**src/rtl/rss_pkg.sv**
```systemverilog
// Package for the run, stop and sleep supervisor: register map, fields, resets and timing
`default_nettype none

package rss_pkg;

    // Register byte addresses
    localparam logic [4:0] ADDR_CTRL = 5'h00;
    localparam logic [4:0] ADDR_STOP_THRESH = 5'h04;
    localparam logic [4:0] ADDR_STOP_TIME = 5'h08;
    localparam logic [4:0] ADDR_WAKE_DELAY = 5'h0C;
    localparam logic [4:0] ADDR_FLOOR = 5'h10;
    localparam logic [4:0] ADDR_STATUS = 5'h14;
    localparam logic [4:0] ADDR_FREQ_OUT = 5'h18;

    // Frequencies in 0.01 Hz, stop time in 0.01 s, wake delay in 0.1 s
    localparam logic [15:0] STOP_THRESH_RST = 16'h0032;
    localparam logic [15:0] STOP_THRESH_MAX = 16'h2710;
    localparam logic [15:0] STOP_TIME_RST = 16'h0032;
    localparam logic [15:0] STOP_TIME_MAX = 16'h2710;
    localparam logic [15:0] WAKE_DELAY_RST = 16'h0000;
    localparam logic [15:0] WAKE_DELAY_MAX = 16'h8CA0;
    localparam logic [15:0] FLOOR_RST = 16'h0000;

    // Below-floor action codes
    localparam logic [1:0] ACT_RUN_AT_FLOOR = 2'h0;
    localparam logic [1:0] ACT_STOP = 2'h1;
    localparam logic [1:0] ACT_SLEEP = 2'h2;

    // Timing: one base tick of 10 ms at a 40 MHz clock
    localparam int CLK_HZ = 40000000;
    localparam int TICK_MS = 10;
    localparam int TICK_CYCLES = CLK_HZ / 1000 * TICK_MS;
    localparam logic [3:0] TICKS_PER_WAKE_UNIT = 4'hA;

    // Control register layout, low bits of the word
    typedef struct packed {
        logic svc_mode;
        logic [1:0] below_floor_action;
        logic power_on_terminal_guard;
        logic stop_detect_source;
    } rss_ctrl_t;

    localparam rss_ctrl_t CTRL_RST = '{svc_mode: 1'b1, below_floor_action: 2'h0,
        power_on_terminal_guard: 1'b0, stop_detect_source: 1'b0};

    // Supervisor states
    typedef enum logic [4:0] {
        ST_INIT = 5'h01,
        ST_GUARD = 5'h02,
        ST_STOP = 5'h04,
        ST_RUN = 5'h08,
        ST_SLEEP = 5'h10
    } rss_state_t;

endpackage : rss_pkg

`default_nettype wire

```
**src/rtl/rss_supervisor.sv**
```systemverilog
// Run, stop and sleep supervisor with an Avalon-MM register slave
//
// The Avalon-MM slave port and the placing of the registers were chosen for this implementation.
`default_nettype none

module rss_supervisor #(
    parameter int TICK_CYCLES = rss_pkg::TICK_CYCLES
) (
    input wire logic clk_sys,
    input wire logic reset,
    input wire logic [4:0] avs_address,
    input wire logic avs_read,
    input wire logic avs_write,
    input wire logic [31:0] avs_writedata,
    input wire logic [3:0] avs_byteenable,
    output logic [31:0] avs_readdata,
    output logic avs_waitrequest,
    input wire logic cmd_from_terminal,
    input wire logic run_cmd,
    input wire logic [15:0] setpoint,
    input wire logic [15:0] feedback_speed,
    output logic running,
    output logic coasting,
    output logic sleeping,
    output logic guard_lock,
    output logic motor_stopped,
    output logic [15:0] freq_out
);

    // Clamp a written value to its documented upper bound
    function automatic logic [15:0] clamp16(input logic [15:0] v, input logic [15:0] mx);
        clamp16 = (v > mx) ? mx : v;
    endfunction : clamp16

    rss_pkg::rss_ctrl_t ctrl_q;
    logic [15:0] stop_thresh_q;
    logic [15:0] stop_time_q;
    logic [15:0] wake_delay_q;
    logic [15:0] floor_q;
    logic waitreq_q;
    logic [31:0] rdata_q;
    rss_pkg::rss_state_t state_q;
    rss_pkg::rss_state_t state_d;
    logic [31:0] tick_cnt_q;
    logic tick_q;
    logic [3:0] wake_pre_q;
    logic [15:0] wake_cnt_q;
    logic [15:0] stop_cnt_q;
    logic stopped_q;
    logic [15:0] freq_q;
    logic [15:0] freq_d;
    logic bus_req;
    logic bus_take;
    logic below_floor;
    logic [15:0] sel_speed;
    logic wake_done;
    logic [31:0] rd_mux;

    assign bus_req = avs_read | avs_write;
    assign bus_take = bus_req & ~waitreq_q;
    assign below_floor = (floor_q != 16'h0000) && (setpoint < floor_q);

    // Wait one cycle on every request, then release for exactly one edge
    always_ff @(posedge clk_sys) begin
        if (reset) begin
            waitreq_q <= 1'b1;
        end else if (bus_req && waitreq_q) begin
            waitreq_q <= 1'b0;
        end else begin
            waitreq_q <= 1'b1;
        end
    end

    // Register writes at the releasing edge; ranges clamp, byteenable bit 0 alone gates the write of bits 15:0
    always_ff @(posedge clk_sys) begin
        if (reset) begin
            ctrl_q <= rss_pkg::CTRL_RST;
            stop_thresh_q <= rss_pkg::STOP_THRESH_RST;
            stop_time_q <= rss_pkg::STOP_TIME_RST;
            wake_delay_q <= rss_pkg::WAKE_DELAY_RST;
            floor_q <= rss_pkg::FLOOR_RST;
        end else if (bus_take && avs_write && avs_byteenable[0]) begin
            case (avs_address)
                rss_pkg::ADDR_CTRL: begin
                    ctrl_q <= avs_writedata[$bits(rss_pkg::rss_ctrl_t)-1:0];
                end
                rss_pkg::ADDR_STOP_THRESH: begin
                    stop_thresh_q <= clamp16(avs_writedata[15:0], rss_pkg::STOP_THRESH_MAX);
                end
                rss_pkg::ADDR_STOP_TIME: begin
                    stop_time_q <= clamp16(avs_writedata[15:0], rss_pkg::STOP_TIME_MAX);
                end
                rss_pkg::ADDR_WAKE_DELAY: begin
                    wake_delay_q <= clamp16(avs_writedata[15:0], rss_pkg::WAKE_DELAY_MAX);
                end
                rss_pkg::ADDR_FLOOR: begin
                    floor_q <= avs_writedata[15:0];
                end
                default: begin
                end
            endcase
        end
    end

    // Read multiplexer; unmapped addresses read zero
    always_comb begin
        rd_mux = 32'h0000_0000;
        case (avs_address)
            rss_pkg::ADDR_CTRL: rd_mux = {27'h0, ctrl_q};
            rss_pkg::ADDR_STOP_THRESH: rd_mux = {16'h0, stop_thresh_q};
            rss_pkg::ADDR_STOP_TIME: rd_mux = {16'h0, stop_time_q};
            rss_pkg::ADDR_WAKE_DELAY: rd_mux = {16'h0, wake_delay_q};
            rss_pkg::ADDR_FLOOR: rd_mux = {16'h0, floor_q};
            rss_pkg::ADDR_STATUS: rd_mux = {26'h0, state_q, stopped_q};
            rss_pkg::ADDR_FREQ_OUT: rd_mux = {16'h0, freq_q};
            default: rd_mux = 32'h0000_0000;
        endcase
    end

    // Read data registered so it stands at the releasing edge
    always_ff @(posedge clk_sys) begin
        if (reset) begin
            rdata_q <= 32'h0000_0000;
        end else if (bus_req && waitreq_q && avs_read) begin
            rdata_q <= rd_mux;
        end
    end

    // Base 10 ms tick
    always_ff @(posedge clk_sys) begin
        if (reset) begin
            tick_cnt_q <= 32'h0000_0000;
            tick_q <= 1'b0;
        end else if (tick_cnt_q == 32'(TICK_CYCLES - 1)) begin
            tick_cnt_q <= 32'h0000_0000;
            tick_q <= 1'b1;
        end else begin
            tick_cnt_q <= tick_cnt_q + 32'h0000_0001;
            tick_q <= 1'b0;
        end
    end

    // Speed under test: commanded only when selected and in vector mode
    assign sel_speed = (!ctrl_q.stop_detect_source && ctrl_q.svc_mode) ? freq_q : feedback_speed;

    // Stop detection: continuous time under threshold, any excursion restarts
    always_ff @(posedge clk_sys) begin
        if (reset) begin
            stop_cnt_q <= 16'h0000;
            stopped_q <= 1'b0;
        end else if (sel_speed >= stop_thresh_q) begin
            stop_cnt_q <= 16'h0000;
            stopped_q <= 1'b0;
        end else begin
            if (stop_cnt_q >= stop_time_q) begin
                stopped_q <= 1'b1;
            end else if (tick_q) begin
                stop_cnt_q <= stop_cnt_q + 16'h0001;
            end
        end
    end

    // Wake timer in 0.1 s units while sleeping with setpoint above the floor
    always_ff @(posedge clk_sys) begin
        if (reset) begin
            wake_pre_q <= 4'h0;
            wake_cnt_q <= 16'h0000;
        end else if (state_q != rss_pkg::ST_SLEEP || below_floor) begin
            wake_pre_q <= 4'h0;
            wake_cnt_q <= 16'h0000;
        end else if (tick_q && !wake_done) begin
            if (wake_pre_q == rss_pkg::TICKS_PER_WAKE_UNIT - 4'h1) begin
                wake_pre_q <= 4'h0;
                wake_cnt_q <= wake_cnt_q + 16'h0001;
            end else begin
                wake_pre_q <= wake_pre_q + 4'h1;
            end
        end
    end

    assign wake_done = (wake_cnt_q >= wake_delay_q);

    // Supervisor state machine
    always_comb begin
        state_d = state_q;
        case (state_q)
            rss_pkg::ST_INIT: begin
                if (cmd_from_terminal && run_cmd) begin
                    state_d = ctrl_q.power_on_terminal_guard ? rss_pkg::ST_RUN
                                                             : rss_pkg::ST_GUARD;
                end else begin
                    state_d = rss_pkg::ST_STOP;
                end
            end
            rss_pkg::ST_GUARD: begin
                if (!run_cmd || !cmd_from_terminal) begin
                    state_d = rss_pkg::ST_STOP;
                end
            end
            rss_pkg::ST_STOP: begin
                if (run_cmd) begin
                    state_d = rss_pkg::ST_RUN;
                end
            end
            rss_pkg::ST_RUN: begin
                if (!run_cmd) begin
                    state_d = rss_pkg::ST_STOP;
                end else if (below_floor && ctrl_q.below_floor_action == rss_pkg::ACT_SLEEP) begin
                    state_d = rss_pkg::ST_SLEEP;
                end
            end
            rss_pkg::ST_SLEEP: begin
                if (!run_cmd) begin
                    state_d = rss_pkg::ST_STOP;
                end else if (ctrl_q.below_floor_action != rss_pkg::ACT_SLEEP) begin
                    state_d = rss_pkg::ST_RUN;
                end else if (!below_floor && wake_done) begin
                    state_d = rss_pkg::ST_RUN;
                end
            end
            default: begin
                state_d = rss_pkg::ST_STOP;
            end
        endcase
    end

    // State register; reset stands for power-on, INIT is the initialisation cycle
    always_ff @(posedge clk_sys) begin
        if (reset) begin
            state_q <= rss_pkg::ST_INIT;
        end else begin
            state_q <= state_d;
        end
    end

    // Frequency command chosen by the below-floor action
    always_comb begin
        freq_d = 16'h0000;
        if (state_d == rss_pkg::ST_RUN) begin
            if (!below_floor) begin
                freq_d = setpoint;
            end else if (ctrl_q.below_floor_action == rss_pkg::ACT_RUN_AT_FLOOR) begin
                freq_d = floor_q;
            end else begin
                freq_d = 16'h0000;
            end
        end
    end

    // Output registers
    always_ff @(posedge clk_sys) begin
        if (reset) begin
            freq_q <= 16'h0000;
            running <= 1'b0;
            coasting <= 1'b0;
            sleeping <= 1'b0;
            guard_lock <= 1'b0;
        end else begin
            freq_q <= freq_d;
            running <= (state_d == rss_pkg::ST_RUN) && (freq_d != 16'h0000);
            coasting <= (state_d == rss_pkg::ST_SLEEP);
            sleeping <= (state_d == rss_pkg::ST_SLEEP);
            guard_lock <= (state_d == rss_pkg::ST_GUARD);
        end
    end

    assign avs_waitrequest = waitreq_q;
    assign avs_readdata = rdata_q;
    assign motor_stopped = stopped_q;
    assign freq_out = freq_q;

endmodule : rss_supervisor

`default_nettype wire

```
**config.mk**
```make
export PLATFORM = sky130hd
export DESIGN_NAME = rss_supervisor
export DESIGN_NICKNAME = d
export VERILOG_FILES = /design/src/rtl/rss_pkg.sv /design/src/rtl/rss_supervisor.sv
export SDC_FILE = /design/constraint.sdc
export NUM_CORES = 1
export LEC_CHECK = 0
export ABC_AREA = 1
export ABC_CLOCK_PERIOD_IN_PS = 2800
export BUFFER_PORTS_ARGS = -buffer_cell sky130_fd_sc_hd__buf_2
export CAP_MARGIN = 40
export CORE_UTILIZATION = 25
export CTS_BUF_LIST = sky130_fd_sc_hd__clkbuf_16
export DETAILED_ROUTE_END_ITERATION = 16
export PLACE_DENSITY_LB_ADDON = 0.15
export SETUP_SLACK_MARGIN = 0.4
export SLEW_MARGIN = 0
export SYNTH_ARGS = -nofsm -noshare
export SYNTH_HDL_FRONTEND = slang
export SYNTH_SLANG_ARGS = --single-unit
```
**constraint.sdc**
```tcl
create_clock -name clk_sys -period 2.8 [get_ports clk_sys]
set_input_delay 0.14 -clock clk_sys [delete_from_list [all_inputs] [get_ports clk_sys]]
set_output_delay 0.14 -clock clk_sys [all_outputs]
set_load 0.03 [all_outputs]
```
==> metrics.yaml, run 1 <==
areaGrowthSynthToFinish_pct: 22.1
gp_congestion: 0.834
ir_drop_v: 0.000337
hold_violations: 0
filler_cell_count: 4450
report.final.slew_viol_count: 0
routed_via_density: 4.62
die_area_um2: 42300
initial_utilization: 0.254
p_leak_nw: 5.19
cts_buffers: 17
firstDrtPassIters: 7
hold_start: "avs_writedata[14]"
hpwl_mm: 27.2
num_io_pins: 133
synth_top_family_by_area: "simple AND/OR/NAND/NOR gates"
yosys.cell_types.count: 51
synth_xor_area_frac: 0.0194
fin_cells: 2141
min_to: "wake_delay_q[14]"
timing.final.crit_share: 0.857
worstSkewPairLatency_ns: 0.46
grt_overflow: 0
path_cells: "inv_2, ha_1, nand2_1, nor4_4, nand2_4, nand2_8, nand2_2, nand3_1, nand3_1, nand2_4, nand2_8, nor2_2"
synth-adder-area-share: 0.0797
cap_violations: 0
drt_wl_total_mm: 35.5
finClkSkew_ns: 0.0149
grt_start_max_net_pins: 38
start_kind: "flip-flop"
cts_num_sinks: 180
clkTransAtPathRegs_ns: 0.09
cp_slowest_stage_delay_ns: 0.36
drcViolationCount: 0
wl_per_cell_um: 16.6
antenna_found_initial: 6
drtIter0Drc: 605
rows: 74
yosys_warnings: 0
worst_slew_pin_slew_ns: 0.699
ys_seq_elements: 180
reg2reg_to: "freq_out[0]"
yosys-mux-area-fraction: 0.0109
setup_viol: 0
numPortBuffers: 97
critPathTopFamily: "simple AND/OR/NAND/NOR gates"
relSlewSlack: 0.534
synthSimpleGateAreaFrac: 0.256
cp.required_ns: 3.18
status: "completed"
critical_path_class: "flip-flop to flip-flop"
synth_edf_count: 0
syn_inst: 1466
synthFlopType: "dfxtp_1"
p_per_area_nw_per_um2: 440
die_y_um: 206
clock-root-buffer: "clkbuf_16"
clock.fmax_mhz: 417
grt_pass1_wl_mm: 53.8
crit_path_max_fanout: 6
die_x_um: 206
place_inst: 2078
cts_max_level: 4
clockBufferDepth: 2
critPathSlowestCell: "dfxtp_2"
hold_depth: 3
avgSynthCellArea_um2: 7.07
synth_compound_area_frac: 0.172
core_area_um2: 40800
tns_ns: 0
r2r.worst_path.cells: 12
rsz0062_at_grt: "yes"
crit_buf_inv: 1
ff2ff_setup_slack_ns: 0.40
syn_area_um2: 10400
routed-via-count: 9901
yosysSeqAreaShare: 0.348
nets: 1739
cts_tree: "built"
cp-end-kind: "flip-flop"
synthArstFlopShare: 0
grt_usage: 0.168
detail-route-antenna-nets: 0
reg2reg_from: "floor_q[9]"
layout-drive-gt1-share: 0.194
fin_crit_ns: 2.40
hp-class: "input pin to flip-flop"
arrival_ns: 2.78
grt_pass1_vias: 9335
final cells by class:
cell class	count	area (µm²)	area share
inverters	223	840	0.0664
clock inverters	15	156	0.0124
well taps	532	666	0.0526
diodes	2	5.00	0.000396
repair buffers	150	968	0.0766
multi-input cells	1022	5960	0.472
clock buffers	17	425	0.0336
flip-flops and latches	180	3620	0.286
cells in the mapped netlist, drive strengths merged, types with 8 or more instances:
cell type    n  area [µm²]
xor2        19         166
dfxtp      180        3600
o211ai       8        60.1
nor4        14        93.8
ha          66         826
nor3        42         226
o21ai       97         489
buf         35         245
o22ai       25         156
inv        222         833
a21oi      157         790
o221ai      12         105
mux2        10         113
clkbuf      26        97.6
nor2       128         578
nand3       58         318
nand2      303        1180
a31oi        8        50.1
nand4       26         175
metrics by stage:
step | setup WS, ns | hold slack [ns] | instance area, µm² | power, mW | utilization
final | 0.399 | 0.0111 | 12600 | 5.57 | 0.310
after global routing | 0.316 | 0.00770 | 12600 | 5.79 | 0.310
after CTS | 0.413 | 0.000838 | 12200 | 5.60 | 0.299
after detailed placement | 0.217 | 0.453 | 11400 | 3.07 | 0.280
after global placement | 0.228 | 0.445 | 11400 | 3.06 | 0.280
after floorplan | 0.512 | 0.275 | 10400 | 2.91 | -
cells by family after synthesis:
logic type | Yosys count
flip-flops | 180
other | 1
multiplexers | 10
AO/OA/AOI/OAI | 321
adder cells (fa/ha/maj) | 66
XOR/XNOR | 23
buffers and inverters | 284
AND/OR/NAND/NOR | 581
sequential cells by signal, indices dropped and copies added, names as in the netlist:
name and count:
freq_out 16, running 1, sleeping 1, stop_time_q 16
floor_q 16, ctrl_q 5, wake_cnt_q 16, avs_readdata 16
wake_delay_q 16, tick_cnt_q 32, avs_waitrequest 1, stop_thresh_q 16
stop_cnt_q 16, state_q 5, guard_lock 1, wake_pre_q 4
tick_q 1, motor_stopped 1
worst reg2reg max path: stages (launching register included):
cell and delay (ns):
dfxtp_2 0.36, inv_2 0.07, ha_1 0.31, nand2_1 0.09, nor4_4 0.34, nand2_4 0.18
nand2_8 0.15, nand2_2 0.09, nand3_1 0.07, nand3_1 0.11, nand2_4 0.24, nand2_8 0.12
nor2_2 0.20
metal layers:
metal | global-route usage | vias up | routed length [µm]
li1 | - | 5090 | -
met1 | 0.234 | 4558 | 17500
met2 | 0.261 | 210 | 15700
met3 | 0.0366 | 35 | 1770
met4 | 0.0407 | 8 | 471
met5 | 0 | - | 58
worst max path at each step:
stage / endpoint / cells past startpoint / startpoint
floorplan: stop_cnt_q[0] / 11 / ctrl_q[0]
global placement: motor_stopped / 13 / ctrl_q[0]
detailed placement: motor_stopped / 13 / ctrl_q[0]
CTS: stop_cnt_q[10] / 14 / ctrl_q[0]
global route: freq_out[0] / 12 / floor_q[9]
finish: freq_out[0] / 12 / floor_q[9]
power breakdown:
group	internal, mW	switching, mW
clock network	1.27	1.23
registers	2.57	0.0150
logic	0.158	0.327
total	4.00	1.57
layout by cell type (no fill, tap or decap), types with 9 or more instances in the layout:
cell type	n
a21oi_1	140
a21oi_2	17
buf_2	97
buf_4	32
clkbuf_16	18
conb_1	16
dfxtp_1	169
dfxtp_2	9
dlygate4sd3_1	12
ha_1	62
inv_1	201
inv_2	20
inv_6	9
nand2_1	282
nand2_2	16
nand3_1	52
nand4_1	24
nor2_1	99
nor2_2	20
nor2_4	9
nor3_1	38
nor4_1	13
o21ai_0	86
o221ai_1	11
o22ai_1	25
xor2_1	19
timing repair:
action                     4_1_cts  5_1_grt
resized for setup               12       78
hold endpoints to repair        15        0
pin swaps                        3       20
gates cloned                     1        6
setup endpoints to repair       22       56
hold buffers                    12        0
setup buffers                    2        8
(Power assumes the default switching activity.)
==> run 2: changes to the inputs <==
--- a/config.mk
+++ b/config.mk
@@ -7,8 +7,10 @@
 export LEC_CHECK = 0
 export ABC_AREA = 1
 export ABC_CLOCK_PERIOD_IN_PS = 2800
-export BUFFER_PORTS_ARGS = -buffer_cell sky130_fd_sc_hd__buf_2
+export BUFFER_PORTS_ARGS = -buffer_cell sky130_fd_sc_hd__buf_4
 export CAP_MARGIN = 40
+export CELL_PAD_IN_SITES_DETAIL_PLACEMENT = 0
+export CELL_PAD_IN_SITES_GLOBAL_PLACEMENT = 2
 export CORE_UTILIZATION = 25
 export CTS_BUF_LIST = sky130_fd_sc_hd__clkbuf_16
 export DETAILED_ROUTE_END_ITERATION = 16
==> metrics.yaml, run 2 (synthesis gave the netlist of run 1 again) <==
final_common_cell: "nand2_1"
arrival_ns: 2.76  # -0.02 ns
clockBufferDepth: 2  # unchanged
status: "completed"
largest_register_ffs: 32  # unchanged
drcViolationCount: 0  # unchanged
die_y_um: 206  # unchanged
cp-end-kind: "flip-flop"
routed-via-count: 9863  # -0.38%
critPathTopFamily: "buffers and inverters"
ir_drop_v: 0.000405  # +20%
timing.final.crit_share: 0.847  # -0.0108
critical_path_class: "flip-flop to flip-flop"
detail-route-antenna-nets: 0  # unchanged
core_area_um2: 40800  # unchanged
numPortBuffers: 97  # unchanged
seq_area_um2: 3630  # +0.17%
initial_utilization: 0.254  # unchanged
layout-drive-gt1-share: 0.213  # +0.0189
multi_input_area_um2: 6160  # +3.3%
start_kind: "flip-flop"
design_area_um2: 13300  # +5.5%
rows: 74  # unchanged
nets: 1751  # +0.69%
cts_num_sinks: 180  # unchanged
clock.fmax_mhz: 422  # +1.3%
post-place-ws_ns: 0.205  # -0.0121 ns
cp_slowest_stage_delay_ns: 0.36  # about the same
report.final.slew_viol_count: 0  # unchanged
final_cell_mix: "273 x nand2_1, 201 x inv_1, 164 x dfxtp_1"
gp_congestion: 0.788  # -5.5%
cts_buffers: 17  # unchanged
cts_tree: "built"
path_cells: "inv_2, nand2_4, buf_12, buf_16, mux2_2, ha_4, a21oi_2, o21ai_1, a21oi_2, nand4_1, buf_12, buf_12, a31oi_1"
antenna_found_initial: 0  # -6
p_leak_nw: 5.37  # +3.5%
power.total_mw: 5.75  # +3.3%
critPathSlowestCell: "mux2_2"
drtIter0Drc: 489  # -19%
die_area_um2: 42300  # unchanged
setup_viol: 0  # unchanged
drt_wl_total_mm: 37.9  # +6.9%
hp-class: "input pin to flip-flop"
crit_path_max_fanout: 6  # unchanged
worst_slew_pin_slew_ns: 0.762  # +0.0634 ns
rsz0062_at_grt: "yes"
cts_max_level: 4  # unchanged
grt_pass1_vias: 9458  # +1.3%
place_area_um2: 11700  # +2.6%
finClkSkew_ns: 0.0119  # -0.00309 ns
areaGrowthSynthToFinish_pct: 28.8
hpwl_mm: 28.7  # +5.4%
fin_crit_ns: 2.37  # -0.0302 ns
filler_cell_count: 4489  # +0.88%
p_per_area_nw_per_um2: 431  # -2.1%
clkTransAtPathRegs_ns: 0.07  # -0.02 ns
hold_violations: 0  # unchanged
relSlewSlack: 0.492  # -0.0423
crit_path_frequent_cell: "buf_12"
worstSkewPairLatency_ns: 0.47  # about the same
antennaDiodeCount: 0  # -2
grt_overflow: 0  # unchanged
clock-root-buffer: "clkbuf_16"
wl_per_cell_um: 17.6  # +6.4%
cap_violations: 0  # unchanged
routed_via_density: 4.59  # -0.85%
grt_start_max_net_pins: 35  # -7.9%
firstDrtPassIters: 7  # unchanged
cp.required_ns: 3.19  # about the same
grt_usage: 0.178  # +0.0103
crit_buf_inv: 5  # +4
num_io_pins: 133  # unchanged
fin_ws_ns: 0.429  # +0.0302 ns
largest_register: "tick_cnt_q"
die_x_um: 206  # unchanged
grt_pass1_wl_mm: 56.2  # +4.4%
tns_ns: 0  # unchanged
run 2: worst register-to-register path, delay by kind of cell, from the launching register on:
| kind | cells | cell delay [ns] |
|---|---|---|
| buf+inv | 5 | 0.61 |
| compound gates | 4 | 0.51 |
| simple gates | 2 | 0.26 |
| mux | 1 | 0.36 |
| fa+ha+maj | 1 | 0.22 |
| flops | 1 | 0.34 |
run 2: path summary, 6_finish.rpt:
check	start	end	slack (ns)	cells after the start
worst max-delay path	ctrl_q[0]	motor_stopped	0.43	13
worst min-delay path	avs_writedata[12]	stop_time_q[12]	0.02	3
worst max register to register	ctrl_q[0]	motor_stopped	0.43	13
worst min register to register	tick_cnt_q[0]	tick_cnt_q[0]	0.47	1
run 2: routing by layer:
layer,part of all wire,vias to the layer above,global-route usage
met4,0.015,0,0.0534
li1,-,5112,-
met3,0.035,30,0.0244
met1,0.50,4553,0.250
met2,0.45,168,0.282
met5,0,-,0
run 2: where the power goes:
part           internal, mW  switching (mW)  leakage [nW]
combinational         0.210           0.338          3.62
sequential             2.57          0.0160          1.46
clock                  1.41            1.20         0.292
run 2: through the flow:
stage          cells  hold slack [ns]   util
6_report        2151           0.0221  0.327
3_5_place_dp    2082            0.452  0.287
4_1_cts         2137           0.0108  0.314
2_1_floorplan   1481            0.275      -
3_3_place_gp    2082            0.444  0.287
5_1_grt         2151           0.0202  0.327
run 2: timing repair:
| action | in CTS | in global routing |
|---|---|---|
| endpoints found under the setup margin | 21 | 53 |
| gates cloned | 3 | 6 |
| resized for setup | 37 | 88 |
| pin swaps | 14 | 34 |
| hold buffers | 16 | 0 |
| hold endpoints to repair | 25 | 0 |
| setup buffers | 4 | 8 |
run 2: area by class of cell:
class                   instances  area share
multi-input cells            1022       0.462
flip-flops and latches        180       0.272
repair buffers                162       0.108
inverters                     223      0.0627
well taps                     532      0.0499
clock buffers                  17      0.0319
clock inverters                15      0.0137
